$ cat src/core_irq_map.svh
`ifndef CORE_IRQ_MAP_SVH
`define CORE_IRQ_MAP_SVH

// register offsets on the plain register port
`define ADDR_IRQ_CONTROL 4'h0
`define ADDR_PERIPH_FLAG_1 4'h1
`define ADDR_PERIPH_FLAG_2 4'h2
`define ADDR_PERIPH_ENABLE_1 4'h3
`define ADDR_PERIPH_ENABLE_2 4'h4
`define ADDR_OPTION 4'h5
`define ADDR_CORE_STATUS 4'h6
`define ADDR_EVENT_STATUS 4'h7
`define ADDR_EVENT_MASK 4'h8

// irq_control_reg bit positions
`define BIT_GLOBAL_IRQ_ENABLE 7
`define BIT_PERIPHERAL_IRQ_ENABLE 6
`define BIT_TIMER0_WRAP_ENABLE 5
`define BIT_EXT_PIN_ENABLE 4
`define BIT_PIN_CHANGE_ENABLE 3
`define BIT_TIMER0_WRAP_FLAG 2
`define BIT_EXT_PIN_FLAG 1
`define BIT_PIN_CHANGE_FLAG 0

// option register: edge select position
`define BIT_EXT_EDGE_SELECT 6

// reset values
`define RST_IRQ_CONTROL 8'h00
`define RST_PERIPH 8'h00
`define RST_OPTION 8'hFF

// program counter vector on acceptance
`define IRQ_VECTOR 13'h0004

// event status bit positions
`define EV_ACCEPT 0
`define EV_WAKE 1
`define EV_RETURN 2

// latency from a pin event to the request, in instruction cycles
`define EXT_LATENCY_MIN 3
`define EXT_LATENCY_MAX 4

`endif

$ cat src/core_irq_pkg.sv
package core_irq_pkg;
   typedef enum logic [1:0] {ST_RUN, ST_SLEEP, ST_WAKE} core_state_t;
   typedef logic [7:0] reg8_t;
endpackage : core_irq_pkg

$ cat src/core_interrupt_logic.sv
// What this block does
// - flags set regardless of any enable bit
// - global enable bit 7 gates all sources
// - enabled flagged source vectors immediately when global set
// - every reset clears global enable
// - return-from-interrupt sets global enable again
// - two peripheral flag/enable registers, peripheral enable gate
// - accept: clear global, push return, load vector
// - pin event to vector: four or five cycles
// - pin edge per select bit sets flag bit 1
// - clearing bit 4 blocks pin interrupt
// - enabled pin edge wakes from sleep
// - timer wrap sets bit 2, masked by bit 5
// - upper pin group change sets bit 0, bit 3
// - only return address saved on entry
// - up to twelve request sources handled
// - wake with global set loads vector
// - enabled source wakes even with global clear
`timescale 1ns/100ps
`include "core_irq_map.svh"

module core_interrupt_logic
   import core_irq_pkg::*;
#(
   parameter int PC_WIDTH = 13,
   parameter int PERIPH_SOURCES = 9
)
(
   input wire logic clk_in, // instruction clock
   input wire logic srst_in, // synchronous reset, active high
   // register port
   input wire logic [3:0] reg_addr_in, // register address
   input wire logic [7:0] reg_wdata_in, // write data
   input wire logic reg_wr_in, // write strobe
   input wire logic reg_rd_in, // read strobe
   output logic [7:0] reg_rdata_out, // read data, cycle after strobe
   // pins from outside
   input wire logic ext_irq_pin_in, // external interrupt pin
   input wire logic [3:0] pin_group_b_hi_in, // pin group b bits 7..4
   // same-clock core and peripheral inputs
   input wire logic timer0_wrap_in, // pulse: timer0_count wrapped to zero
   input wire logic [15:0] periph_flag_set_in, // pulses: peripheral events
   input wire logic [PC_WIDTH-1:0] return_pc_in, // address to resume at
   input wire logic return_from_irq_op_in, // pulse: return op executed
   input wire logic sleep_op_in, // pulse: sleep op executed
   output logic irq_request_out, // level: gated request to core
   output logic vector_load_out, // pulse: load pc with vector
   output logic [PC_WIDTH-1:0] vector_pc_out, // vector address
   output logic stack_push_out, // pulse: push return address
   output logic [PC_WIDTH-1:0] stack_data_out, // return address pushed
   output logic wake_out, // pulse: leave sleep
   output logic sleeping_out, // level: core asleep
   output logic event_irq_out // level: unmasked event status set
);

   // refuse widths that the vector and the sixteen flag pulses cannot serve
   if (PC_WIDTH < 13 || PERIPH_SOURCES < 1 || PERIPH_SOURCES > 9)
   begin : g_bad_params
      $error("core_interrupt_logic: unsupported parameters");
   end

   // software-visible registers
   reg8_t ctrl_q; // irq_control_reg
   reg8_t pflag1_q; // periph_flag_reg_1
   reg8_t pflag2_q; // periph_flag_reg_2
   reg8_t pen1_q; // periph_enable_reg_1
   reg8_t pen2_q; // periph_enable_reg_2
   reg8_t option_q; // option, edge select in bit 6
   reg8_t ev_status_q; // sticky event status
   reg8_t ev_mask_q; // event mask
   core_state_t state_q; // run, sleep, wake
   // pin synchronisers and edge detection
   logic [1:0] ext_sync_q; // pin synchroniser
   logic ext_prev_q; // last synchronised pin level
   logic [3:0] rb_sync1_q; // group b first stage
   logic [3:0] rb_sync2_q; // group b second stage
   logic [3:0] rb_prev_q; // last synchronised group level
   logic ext_pipe_q; // one stage between edge and flag
   logic [1:0] settle_q; // cycles since reset, saturating
   logic settled; // synchronisers hold real pin levels
   logic ext_edge; // valid edge on the pin
   logic [3:0] rb_bit_change; // per-pin change
   logic rb_change; // any group b change
   // request gating
   logic core_hit; // core flag-and-enable pairs
   logic periph_pairs; // any peripheral flag-and-enable pair
   logic periph_hit; // pairs behind the peripheral gate
   logic any_hit; // any enabled source flagged
   logic accept; // request taken this cycle
   logic wake; // leave sleep this cycle
   logic [7:0] event_set; // event status set pulses
   // register write decodes
   logic wr_ctrl; // control register
   logic wr_pf1; // peripheral flags 1
   logic wr_pf2; // peripheral flags 2
   logic wr_pen1; // peripheral enables 1
   logic wr_pen2; // peripheral enables 2
   logic wr_opt; // option register
   logic wr_evs; // event status, write one to clear
   logic wr_evm; // event mask
   // constants
   logic [15:0] periph_mask; // live peripheral flags
   logic [PC_WIDTH-1:0] vector_pc; // vector address

   assign vector_pc = PC_WIDTH'(`IRQ_VECTOR);
   // only PERIPH_SOURCES + 3 core sources are live (twelve at most)
   assign periph_mask = 16'((17'h1 << PERIPH_SOURCES) - 17'h1);

   // two-stage synchronisers for pins from outside the clock domain
   // a pin may move anywhere in the cycle; only the second stage is read
   always_ff @(posedge clk_in)
   begin
      if (srst_in)
      begin
         ext_sync_q <= 2'h0;
         rb_sync1_q <= 4'h0;
         rb_sync2_q <= 4'h0;
      end
      else
      begin
         ext_sync_q <= {ext_sync_q[0], ext_irq_pin_in};
         rb_sync1_q <= pin_group_b_hi_in;
         rb_sync2_q <= rb_sync1_q;
      end
   end

   // previous sampled levels for edge and change detection
   // reset to low; the settle counter hides the first samples after reset
   always_ff @(posedge clk_in)
   begin
      if (srst_in)
      begin
         ext_prev_q <= 1'b0;
         rb_prev_q <= 4'h0;
      end
      else
      begin
         ext_prev_q <= ext_sync_q[1];
         rb_prev_q <= rb_sync2_q;
      end
   end

   // pins settle through the synchronisers before edges count; without this a
   // pin that idles high would show a false edge straight after reset
   always_ff @(posedge clk_in)
   begin
      if (srst_in)
         settle_q <= 2'h0;
      else if (settle_q != 2'h3)
         settle_q <= settle_q + 2'h1;
   end

   assign settled = (settle_q == 2'h3);

   // rising edge when select set, else falling
   assign ext_edge = settled & (option_q[`BIT_EXT_EDGE_SELECT]
                                ? (ext_sync_q[1] & ~ext_prev_q)
                                : (~ext_sync_q[1] & ext_prev_q));

   // one change detector per pin of the upper group; any of them sets the flag
   for (genvar i = 0; i < 4; i++)
   begin : g_rb_change
      assign rb_bit_change[i] = settled & (rb_sync2_q[i] ^ rb_prev_q[i]);
   end
   assign rb_change = |rb_bit_change;

   // synchronisers plus this stage: the flag lands three to four cycles after
   // the pin moves, depending on where in the cycle it moved
   always_ff @(posedge clk_in)
   begin
      if (srst_in)
         ext_pipe_q <= 1'b0;
      else
         ext_pipe_q <= ext_edge;
   end

   // one decode per register keeps the processes below free of address compares
   assign wr_ctrl = reg_wr_in && (reg_addr_in == `ADDR_IRQ_CONTROL);
   assign wr_pf1 = reg_wr_in && (reg_addr_in == `ADDR_PERIPH_FLAG_1);
   assign wr_pf2 = reg_wr_in && (reg_addr_in == `ADDR_PERIPH_FLAG_2);
   assign wr_pen1 = reg_wr_in && (reg_addr_in == `ADDR_PERIPH_ENABLE_1);
   assign wr_pen2 = reg_wr_in && (reg_addr_in == `ADDR_PERIPH_ENABLE_2);
   assign wr_opt = reg_wr_in && (reg_addr_in == `ADDR_OPTION);
   assign wr_evs = reg_wr_in && (reg_addr_in == `ADDR_EVENT_STATUS);
   assign wr_evm = reg_wr_in && (reg_addr_in == `ADDR_EVENT_MASK);

   // request gating: global AND (core pairs OR peripheral gate AND periph pairs)
   assign core_hit = (ctrl_q[`BIT_EXT_PIN_FLAG] & ctrl_q[`BIT_EXT_PIN_ENABLE])
                   | (ctrl_q[`BIT_TIMER0_WRAP_FLAG] & ctrl_q[`BIT_TIMER0_WRAP_ENABLE])
                   | (ctrl_q[`BIT_PIN_CHANGE_FLAG] & ctrl_q[`BIT_PIN_CHANGE_ENABLE]);
   // dead peripheral sources are masked so they can never raise a request
   assign periph_pairs = |({pflag2_q, pflag1_q} & {pen2_q, pen1_q} & periph_mask);
   assign periph_hit = ctrl_q[`BIT_PERIPHERAL_IRQ_ENABLE] & periph_pairs;
   // any_hit ignores the global enable: sleep refuses to start when one is pending
   assign any_hit = core_hit | periph_hit;
   assign irq_request_out = ctrl_q[`BIT_GLOBAL_IRQ_ENABLE] & any_hit;
   // wake ignores the global enable; sleep waits for the enabled source
   assign wake = (state_q == ST_SLEEP) && any_hit;
   // no acceptance while asleep: the core first runs the prefetched op
   // acceptance in the wake cycle ends that op, then the vector follows
   assign accept = irq_request_out && (state_q != ST_SLEEP);

   // irq_control_reg: flags set by hardware win over software writes
   // software write first, then hardware events override the written bits;
   // acceptance beats a same-cycle return op so the global bit cannot stick set
   always_ff @(posedge clk_in)
   begin
      if (srst_in)
         ctrl_q <= `RST_IRQ_CONTROL;
      else
      begin
         if (wr_ctrl)
            ctrl_q <= reg_wdata_in;
         if (accept)
            ctrl_q[`BIT_GLOBAL_IRQ_ENABLE] <= 1'b0;
         else if (return_from_irq_op_in)
            ctrl_q[`BIT_GLOBAL_IRQ_ENABLE] <= 1'b1;
         // events set regardless of any enable
         if (ext_pipe_q)
            ctrl_q[`BIT_EXT_PIN_FLAG] <= 1'b1;
         if (timer0_wrap_in)
            ctrl_q[`BIT_TIMER0_WRAP_FLAG] <= 1'b1;
         if (rb_change)
            ctrl_q[`BIT_PIN_CHANGE_FLAG] <= 1'b1;
      end
   end

   // peripheral flag registers, set wins over write
   // hardware never sets dead sources; only a software write can set a flag with no source
   always_ff @(posedge clk_in)
   begin
      if (srst_in)
      begin
         pflag1_q <= `RST_PERIPH;
         pflag2_q <= `RST_PERIPH;
      end
      else
      begin
         pflag1_q <= (wr_pf1 ? reg_wdata_in : pflag1_q)
                   | (periph_flag_set_in[7:0] & periph_mask[7:0]);
         pflag2_q <= (wr_pf2 ? reg_wdata_in : pflag2_q)
                   | (periph_flag_set_in[15:8] & periph_mask[15:8]);
      end
   end

   // peripheral enables and option register
   always_ff @(posedge clk_in)
   begin
      if (srst_in)
      begin
         pen1_q <= `RST_PERIPH;
         pen2_q <= `RST_PERIPH;
         option_q <= `RST_OPTION;
      end
      else
      begin
         if (wr_pen1)
            pen1_q <= reg_wdata_in;
         if (wr_pen2)
            pen2_q <= reg_wdata_in;
         if (wr_opt)
            option_q <= reg_wdata_in;
      end
   end

   // sleep state; wake state holds one cycle for the prefetched op
   // the wake state lets the core run that op before any vector is taken
   always_ff @(posedge clk_in)
   begin
      if (srst_in)
         state_q <= ST_RUN;
      else
      begin
         unique case (state_q)
            ST_RUN:
               if (sleep_op_in && !any_hit)
                  state_q <= ST_SLEEP; // pending enabled source makes sleep a no-op
            ST_SLEEP:
               if (wake)
                  state_q <= ST_WAKE;
            ST_WAKE:
               state_q <= ST_RUN;
         endcase
      end
   end

   // vector outputs; the vector is constant but leaves through a flop
   // like every other data output
   always_ff @(posedge clk_in)
   begin
      if (srst_in)
      begin
         vector_load_out <= 1'b0;
         vector_pc_out <= '0;
      end
      else
      begin
         vector_load_out <= accept;
         vector_pc_out <= vector_pc;
      end
   end

   // stack outputs: only the return pc is saved, the rest is software's
   always_ff @(posedge clk_in)
   begin
      if (srst_in)
      begin
         stack_push_out <= 1'b0;
         stack_data_out <= '0;
      end
      else
      begin
         stack_push_out <= accept;
         if (accept)
            stack_data_out <= return_pc_in;
      end
   end

   // wake pulse, one cycle as the sleep state is left
   always_ff @(posedge clk_in)
   begin
      if (srst_in)
         wake_out <= 1'b0;
      else
         wake_out <= wake;
   end

   assign sleeping_out = (state_q == ST_SLEEP);

   // event pulses in their status positions
   assign event_set = {5'h00, return_from_irq_op_in, wake, accept};

   // sticky event status, write one to clear, set wins
   // an event in the same cycle as a clearing write keeps its bit set
   always_ff @(posedge clk_in)
   begin
      if (srst_in)
      begin
         ev_status_q <= 8'h00;
         ev_mask_q <= 8'h00;
      end
      else
      begin
         if (wr_evm)
            ev_mask_q <= reg_wdata_in;
         ev_status_q <= (wr_evs ? (ev_status_q & ~reg_wdata_in) : ev_status_q) | event_set;
      end
   end

   // separate from the core request: this line is for a supervisor, not the core
   assign event_irq_out = |(ev_status_q & ev_mask_q);

   // read data one cycle after the strobe, zero elsewhere
   // unmapped addresses read as zero; the data stand for one cycle only
   always_ff @(posedge clk_in)
   begin
      if (srst_in)
         reg_rdata_out <= 8'h00;
      else if (reg_rd_in)
      begin
         unique case (reg_addr_in)
            `ADDR_IRQ_CONTROL: reg_rdata_out <= ctrl_q;
            `ADDR_PERIPH_FLAG_1: reg_rdata_out <= pflag1_q;
            `ADDR_PERIPH_FLAG_2: reg_rdata_out <= pflag2_q;
            `ADDR_PERIPH_ENABLE_1: reg_rdata_out <= pen1_q;
            `ADDR_PERIPH_ENABLE_2: reg_rdata_out <= pen2_q;
            `ADDR_OPTION: reg_rdata_out <= option_q;
            `ADDR_CORE_STATUS: reg_rdata_out <= {6'h00, sleeping_out, irq_request_out};
            `ADDR_EVENT_STATUS: reg_rdata_out <= ev_status_q;
            `ADDR_EVENT_MASK: reg_rdata_out <= ev_mask_q;
            default: reg_rdata_out <= 8'h00;
         endcase
      end
      else
         reg_rdata_out <= 8'h00;
   end

endmodule : core_interrupt_logic

$ cat config.mk
export PLATFORM = sky130hd
export DESIGN_NAME = core_interrupt_logic
export DESIGN_NICKNAME = d
export VERILOG_FILES = /design/src/core_irq_pkg.sv /design/src/core_interrupt_logic.sv
export VERILOG_INCLUDE_DIRS = /design/src
export SDC_FILE = /design/constraint.sdc
export NUM_CORES = 1
export LEC_CHECK = 0
export BUFFER_PORTS_ARGS = -buffer_cell sky130_fd_sc_hd__clkbuf_2
export CAP_MARGIN = 15
export CORE_MARGIN = 3
export CORE_UTILIZATION = 50
export CTS_CLUSTER_SIZE = 14
export DETAILED_ROUTE_END_ITERATION = 8
export PLACE_DENSITY = 0.86
export REMOVE_ABC_BUFFERS = 1
export SLEW_MARGIN = 20
export SYNTH_ARGS = -nofsm -noshare
export SYNTH_HDL_FRONTEND = slang
export SYNTH_SLANG_ARGS = --single-unit
export TNS_END_PERCENT = 100
$ cat constraint.sdc
create_clock -name clk_in -period 2.87 [get_ports clk_in]
set_clock_uncertainty 0.2 [all_clocks]
set_input_delay 0.574 -clock clk_in [delete_from_list [all_inputs] [get_ports clk_in]]
set_output_delay 0.574 -clock clk_in [all_outputs]
set_load 0.03 [all_outputs]
==> results of run 1 <==
## report_power, final
part	switching, uW	internal, uW	total [uW]
clock network	531	357	887
registers	31.9	1540	1570
logic	195	114	309
## through the flow
step / setup slack [ns] / util, % / instance area (um^2) / hold slack (ns)
floorplan: 0.634 / - / 4390 / 0.205
global placement: 0.515 / 56.6 / 4980 / 0.216
finish: 0.168 / 58.8 / 5170 / 0.204
detailed placement: 0.469 / 56.6 / 4980 / 0.229
global route: 0.0272 / 58.8 / 5170 / 0.209
CTS: 0.172 / 58.8 / 5170 / 0.185
## routing by layer
layer / vias up / track usage [%] / wire length (um)
li1: 1820 / - / -
met1: 1788 / 28.1 / 4380
met2: 212 / 36.2 / 5250
met3: 26 / 5.46 / 1000
met4: 0 / 7.47 / 226
met5: - / 0 / 0
## kinds of logic (layout without fill, tap and decap cells)
group,count (synthesis),in the layout,share of synthesized area (%)
compound gates,81,81,12.5
xor+xnor,5,5,0.953
fa+ha+maj,3,3,0.817
buf+inv,66,120,6.94
flops,108,108,47.0
mux,60,60,14.3
other cells,1,12,0.0816
simple gates,179,179,17.3
## how the worst max path moves through the flow
| stage | start | to | slack [ns] |
|---|---|---|---|
| floorplan | reg_addr_in[3] | ev_mask_q[0] | 0.63 |
| CTS | pflag1_q[2] | irq_request_out | 0.17 |
| global placement | reg_addr_in[0] | pflag1_q[2] | 0.52 |
| detailed placement | reg_addr_in[0] | pflag1_q[5] | 0.47 |
| finish | pflag1_q[2] | irq_request_out | 0.17 |
| global route | pflag1_q[2] | irq_request_out | 0.03 |
## cell type report
class / count / area, um^2
Clock buffer: 10 / 138
Clock inverter: 6 / 55.1
Fill cell: 775 / 3630
Inverter: 19 / 71.3
Multi-Input combinational cell: 340 / 2160
Sequential cell: 108 / 2160
Tap cell: 108 / 135
Timing Repair Buffer: 85 / 455
## critical path: stages (launching register included)
cell	delay, ns
dfxtp_1	0.35
a222oi_1	0.37
a41oi_2	0.29
nor2_1	0.29
nor2b_1	0.08
clkbuf_2	0.18
## cell usage in the layout, fill, tap and decap left out, types with 2 or more instances in the layout
cell type  count
clkinv_4       3
clkbuf_8      10
inv_6          2
mux2i_1       52
a221oi_1       2
nor2b_1       18
o221ai_1       2
a31oi_1        9
o2bb2ai_1      2
a22oi_1       17
a22o_1         4
ha_1           3
clkbuf_2      73
a222oi_1       2
xor2_1         5
nand2_1       63
o21ai_0        6
conb_1        12
buf_4         12
nor2_1        58
mux2_2         4
inv_1         18
nand3_1       21
mux4_2         3
nor3_1         5
nand4_1        2
dfxtp_1      108
a21oi_1       26
and3_1         5
==> results by group, run 1 <==
Finish
  • Max reg flops: 13
  • Layout cells sized above 1: 20.2%
  • ANT cells: 0
  • Biggest register: stack_data_out
  • Final net count: 619
  • Fin cells: 676
  • Area delta synth->final: 12.5%

Min path
  • Hold EP: pflag2_q[0]
  • Hold crit path type: in2reg
  • Hold Path Depth: 3
  • Min-delay src: periph_flag_set_in[8]

Critical path
  • Worst reg2reg path depth: 5
  • Critical Path AT: 1.93 ns
  • Critical Path RT: 2.10 ns
  • FF-to-FF End: stack_data_out[9]
  • FF-to-FF Start: pflag1_q[2]
  • CP Capture Type: output port
  • Crit path max fanout: 4
  • Crit Path Class: reg2out
  • R2r setup slk: 0.52 ns
  • Worst Setup Start Kind: flip-flop

Clock network
  • CTS tree: built
  • Root buf cell: clkbuf_8
  • Hold buffer count at CTS: 0
  • Num CTS Buffers: 9
  • Clock sink total: 108
  • CTS H-tree lvls: 3
  • Clk pin slew, worst setup/hold paths: 0.11 ns
  • Clk_lat worst skew: 0.37 ns
  • Post_cts resized: 0
  • Max clock buf depth: 2
  • Post CTS Setup Buffer Count: 0

STA
  • Setup TNS: 0 ns
  • Tcrit/Tclk final: 94.1%
  • RSZ-0062 raised after global routing: false
  • Final Hold Viols: 0
  • Max Freq: 370 MHz
  • Rel. slew slack: 44.2%
  • Tmin final: 2.70 ns
  • Slew @ Worst Pin: 0.836 ns
  • Final setup fails: 0
  • Slew Viols, Final: 0

Route
  • Drc violations: 0
  • Via Count: 3846
  • Post-DR vias/cell: 5.69
  • WL/cell: 16.1 um
  • Detail Route Antenna Nets: 0
  • DRT Pass-1 Iters: 6
  • DRT iter0 DRCs: 355
  • Final wirelength: 10.9 mm

Synth
  • Synth Cell Area: 4600 um^2
  • Primary FF master, synth: dfxtp_1
  • Post-synth top area share: 47.0%
  • Yosys warns: 0
  • Sequential area share after synthesis: 47.0%
  • Post-synth EDFFs: 0
  • Avg Cell Area, Syn: 9.14 um^2
  • #FFs+latches synth: 108
  • Post-Synthesis Cells: 503
  • Most common cell in the netlist: dfxtp_1
  • Top cells by count, synth: dfxtp_1, nand2_1, nor2_1
  • Post-synth ARST share: 0%
  • Post-synthesis cell type count: 49
  • Dominant cell type by area after synthesis: dfxtp_1
  • Leading cell types by total area after synthesis: dfxtp_1, mux2i_1, nand2_1

GRT
  • Gr ovfl total: 0
  • Gr usage total: 21.9%
  • Largest net degree at the start of global routing: 84
  • First-pass GRT wire length: 17.9 mm
  • Initial antenna violation count: 0
  • Vias in the first global route: 3756

Die
  • Initial core utilization: 52.2%
  • # IOs: 93
  • Row count: 34
  • Die W: 102 um
  • Die Area: 10400 um^2
  • Core Box Area: 8810 um^2
  • Die Y: 102 um

Power and ir drop
  • Total Power: 2770 uW
  • Maximum VDD drop: 322 uV
  • Power density over cell area: 535 nW/um^2
  • LEAKAGE: 0.00243 uW

Place
  • Post-detail-place hpwl: 7.84 mm
  • GPL Wtd Cong: 0.938
  • Placed cells: 660
  • Port Buffers: 73

Flow run
  • Max-Cap Viols: 0

Outcome
  • Outcome: complete, no violations
Power figures use the tool's default switching activity.
==> run 2, diff against run 1 <==
ABC_AREA = 1   (was default)
CAP_MARGIN = default   (was 15)
==> results by group, run 2 <==
Route
  • Detail Route Antenna Nets: 0
  • Final wirelength: 11.6 mm
  • Drc violations: 0
  • Post-DR vias/cell: 5.48
  • Via Count: 4275
  • DRT Pass-1 Iters: 5
  • WL/cell: 14.9 um
  • DRT iter0 DRCs: 370

Critical path
  • FF-to-FF End: stack_data_out[12]
  • CP Capture Type: output port
  • Crit path max fanout: 3
  • FF-to-FF Start: pflag1_q[2]
  • R2r setup slk: 1.00 ns
  • Worst Setup Start Kind: flip-flop
  • Worst reg2reg path depth: 11
  • Critical Path RT: 2.10 ns
  • Crit Path Class: reg2out
  • Critical Path AT: 1.65 ns

Die
  • Die Area: 10400 um^2
  • Core Box Area: 8810 um^2
  • Row count: 34
  • Die W: 102 um
  • Die Y: 102 um
  • # IOs: 93
  • Initial core utilization: 52.1%

STA
  • Final setup fails: 0
  • Setup TNS: 0 ns
  • Tcrit/Tclk final: 84.6%
  • Final Hold Viols: 0
  • Max Freq: 412 MHz
  • Tmin final: 2.43 ns
  • RSZ-0062 raised after global routing: false
  • Slew Viols, Final: 0

Synth
  • Post-synth top area share: 47.2%
  • Post-synth ARST share: 0%
  • Post-synth EDFFs: 0
  • Post-Synthesis Cells: 604
  • Post-synthesis cell type count: 38
  • Sequential area share after synthesis: 47.2%
  • Yosys warns: 0
  • Primary FF master, synth: dfxtp_1
  • Most common cell in the netlist: nand2_1
  • Dominant cell type by area after synthesis: dfxtp_1
  • Top cells by count, synth: nand2_1, dfxtp_1, inv_1
  • Synth Cell Area: 4580 um^2
  • Leading cell types by total area after synthesis: dfxtp_1, nand2_1, inv_1
  • #FFs+latches synth: 108
  • Avg Cell Area, Syn: 7.59 um^2

GRT
  • Largest net degree at the start of global routing: 43
  • Initial antenna violation count: 0
  • Vias in the first global route: 4016
  • First-pass GRT wire length: 18.9 mm
  • Gr ovfl total: 0
  • Gr usage total: 23.3%

Clock network
  • CTS tree: built
  • Num CTS Buffers: 9
  • Clk pin slew, worst setup/hold paths: 0.12 ns
  • CTS H-tree lvls: 3
  • Clock sink total: 108
  • Post_cts resized: 0
  • Clk_lat worst skew: 0.38 ns
  • Post CTS Setup Buffer Count: 0
  • Hold buffer count at CTS: 0
  • Root buf cell: clkbuf_8
  • Max clock buf depth: 2

Min path
  • Hold EP: rb_sync1_q[2]
  • Hold Path Depth: 3
  • Min-delay src: pin_group_b_hi_in[2]
  • Hold crit path type: in2reg

Finish
  • Reg area: 2160 um^2
  • Max reg flops: 13
  • Final net count: 723
  • Commonest non-fill, non-tap cell in the layout: nand2_1
  • ANT cells: 0
  • Layout cells sized above 1: 18.0%
  • Fill cells: 773
  • Final Cell Area: 5140 um^2
  • Area delta synth->final: 12.1%
  • Multi-input logic area: 1910 um^2
  • Commonest cells after routing, fill and taps aside: nand2_1, dfxtp_1, inv_1
  • Biggest register: stack_data_out

Flow run
  • Max-Cap Viols: 0

Power and ir drop
  • Pint: 1980 uW
  • Clk pwr share: 33.8%
  • Switch Pwr: 804 uW
  • Maximum VDD drop: 283 uV
  • Comb pwr share: 9.7%
  • Power density over cell area: 542 nW/um^2
  • Sw frac: 28.9%
  • Sequential power share: 56.5%
  • LEAKAGE: 0.00243 uW
  • Total Power: 2790 uW

Outcome
  • Outcome: complete, no violations

Place
  • Post-DP Area: 4920 um^2
  • Port Buffers: 73
  • GPL Wtd Cong: 0.967
  • Post-detail-place hpwl: 8.57 mm
## run 2: cell count changes after synthesis, sizes merged, moves of 17 or more
cell,previous run,this run
nor2,59,41
mux2i,52,0
o21ai,6,58
nand3,22,55
nand2,63,128
inv,18,81
a22oi,17,0
a21oi,26,53
nor2b,18,0
## run 2: worst max-delay path by stage
stage                         from               to  slack, ns  cells after the start
detailed placement  reg_addr_in[1]     ev_mask_q[6]       0.50                      7
floorplan                  srst_in       state_q[1]       1.01                      4
global route           pflag1_q[4]  irq_request_out       0.31                      9
global placement    reg_addr_in[1]     ev_mask_q[6]       0.56                      7
CTS                    pflag1_q[4]  irq_request_out       0.42                      9
finish                 pflag1_q[4]  irq_request_out       0.44                      9
## run 2: cell type report
cell class / count / area share, %
Multi-Input combinational cell: 387 / 37.1
Sequential cell: 108 / 42.1
Timing Repair Buffer: 78 / 7.84
Inverter: 83 / 6.21
Clock inverter: 7 / 1.73
Clock buffer: 9 / 2.41
Tap cell: 108 / 2.63
## run 2: critical path, stage by stage, from the launching register on
cell and delay, ns:
dfxtp_1 0.36, nand2_1 0.08, inv_1 0.05, nor2_1 0.16, nand3_2 0.12, nand2_2 0.10
nand2_2 0.07, nand2_2 0.10, inv_1 0.05, clkbuf_2 0.17
## run 2: cell families (layout without fill, tap and decap cells)
logic type,after synthesis,after routing,synth area share (%)
AO/OA/AOI/OAI,136,136,16.5
XOR/XNOR,4,4,0.764
adder cells (fa/ha/maj),3,3,0.819
buffers and inverters,120,177,12.2
flip-flops,108,108,47.2
other,1,12,0.0818
AND/OR/NAND/NOR,232,232,22.5
## run 2: per-layer routing
layer / track usage (%) / part of all wire (%) / vias up
li1: - / - / 2063
met1: 27.7 / 38 / 1969
met5: 0 / 0 / -
met4: 9.51 / 3.3 / 0
met2: 40.2 / 50 / 207
met3: 5.51 / 8.5 / 36
## run 2: power groups by stage
| stage | combinational, uW | sequential (uW) | clock, uW |
|---|---|---|---|
| floorplan | 152 | 1610 | 0 |
| global placement | 254 | 1600 | 0 |
| detailed placement | 266 | 1610 | 0 |
| CTS | 267 | 1570 | 956 |
| global route | 300 | 1580 | 1020 |
| finish | 269 | 1570 | 942 |
## run 2: per-stage QoR
step,worst slack (ns),instances,util (%),hold WS [ns]
2_1_floorplan,1.01,578,-,0.188
6_report,0.443,780,58.3,0.161
3_3_place_gp,0.557,764,55.9,0.191
5_1_grt,0.307,780,58.3,0.149
3_5_place_dp,0.499,764,55.9,0.192
4_1_cts,0.424,780,58.3,0.149
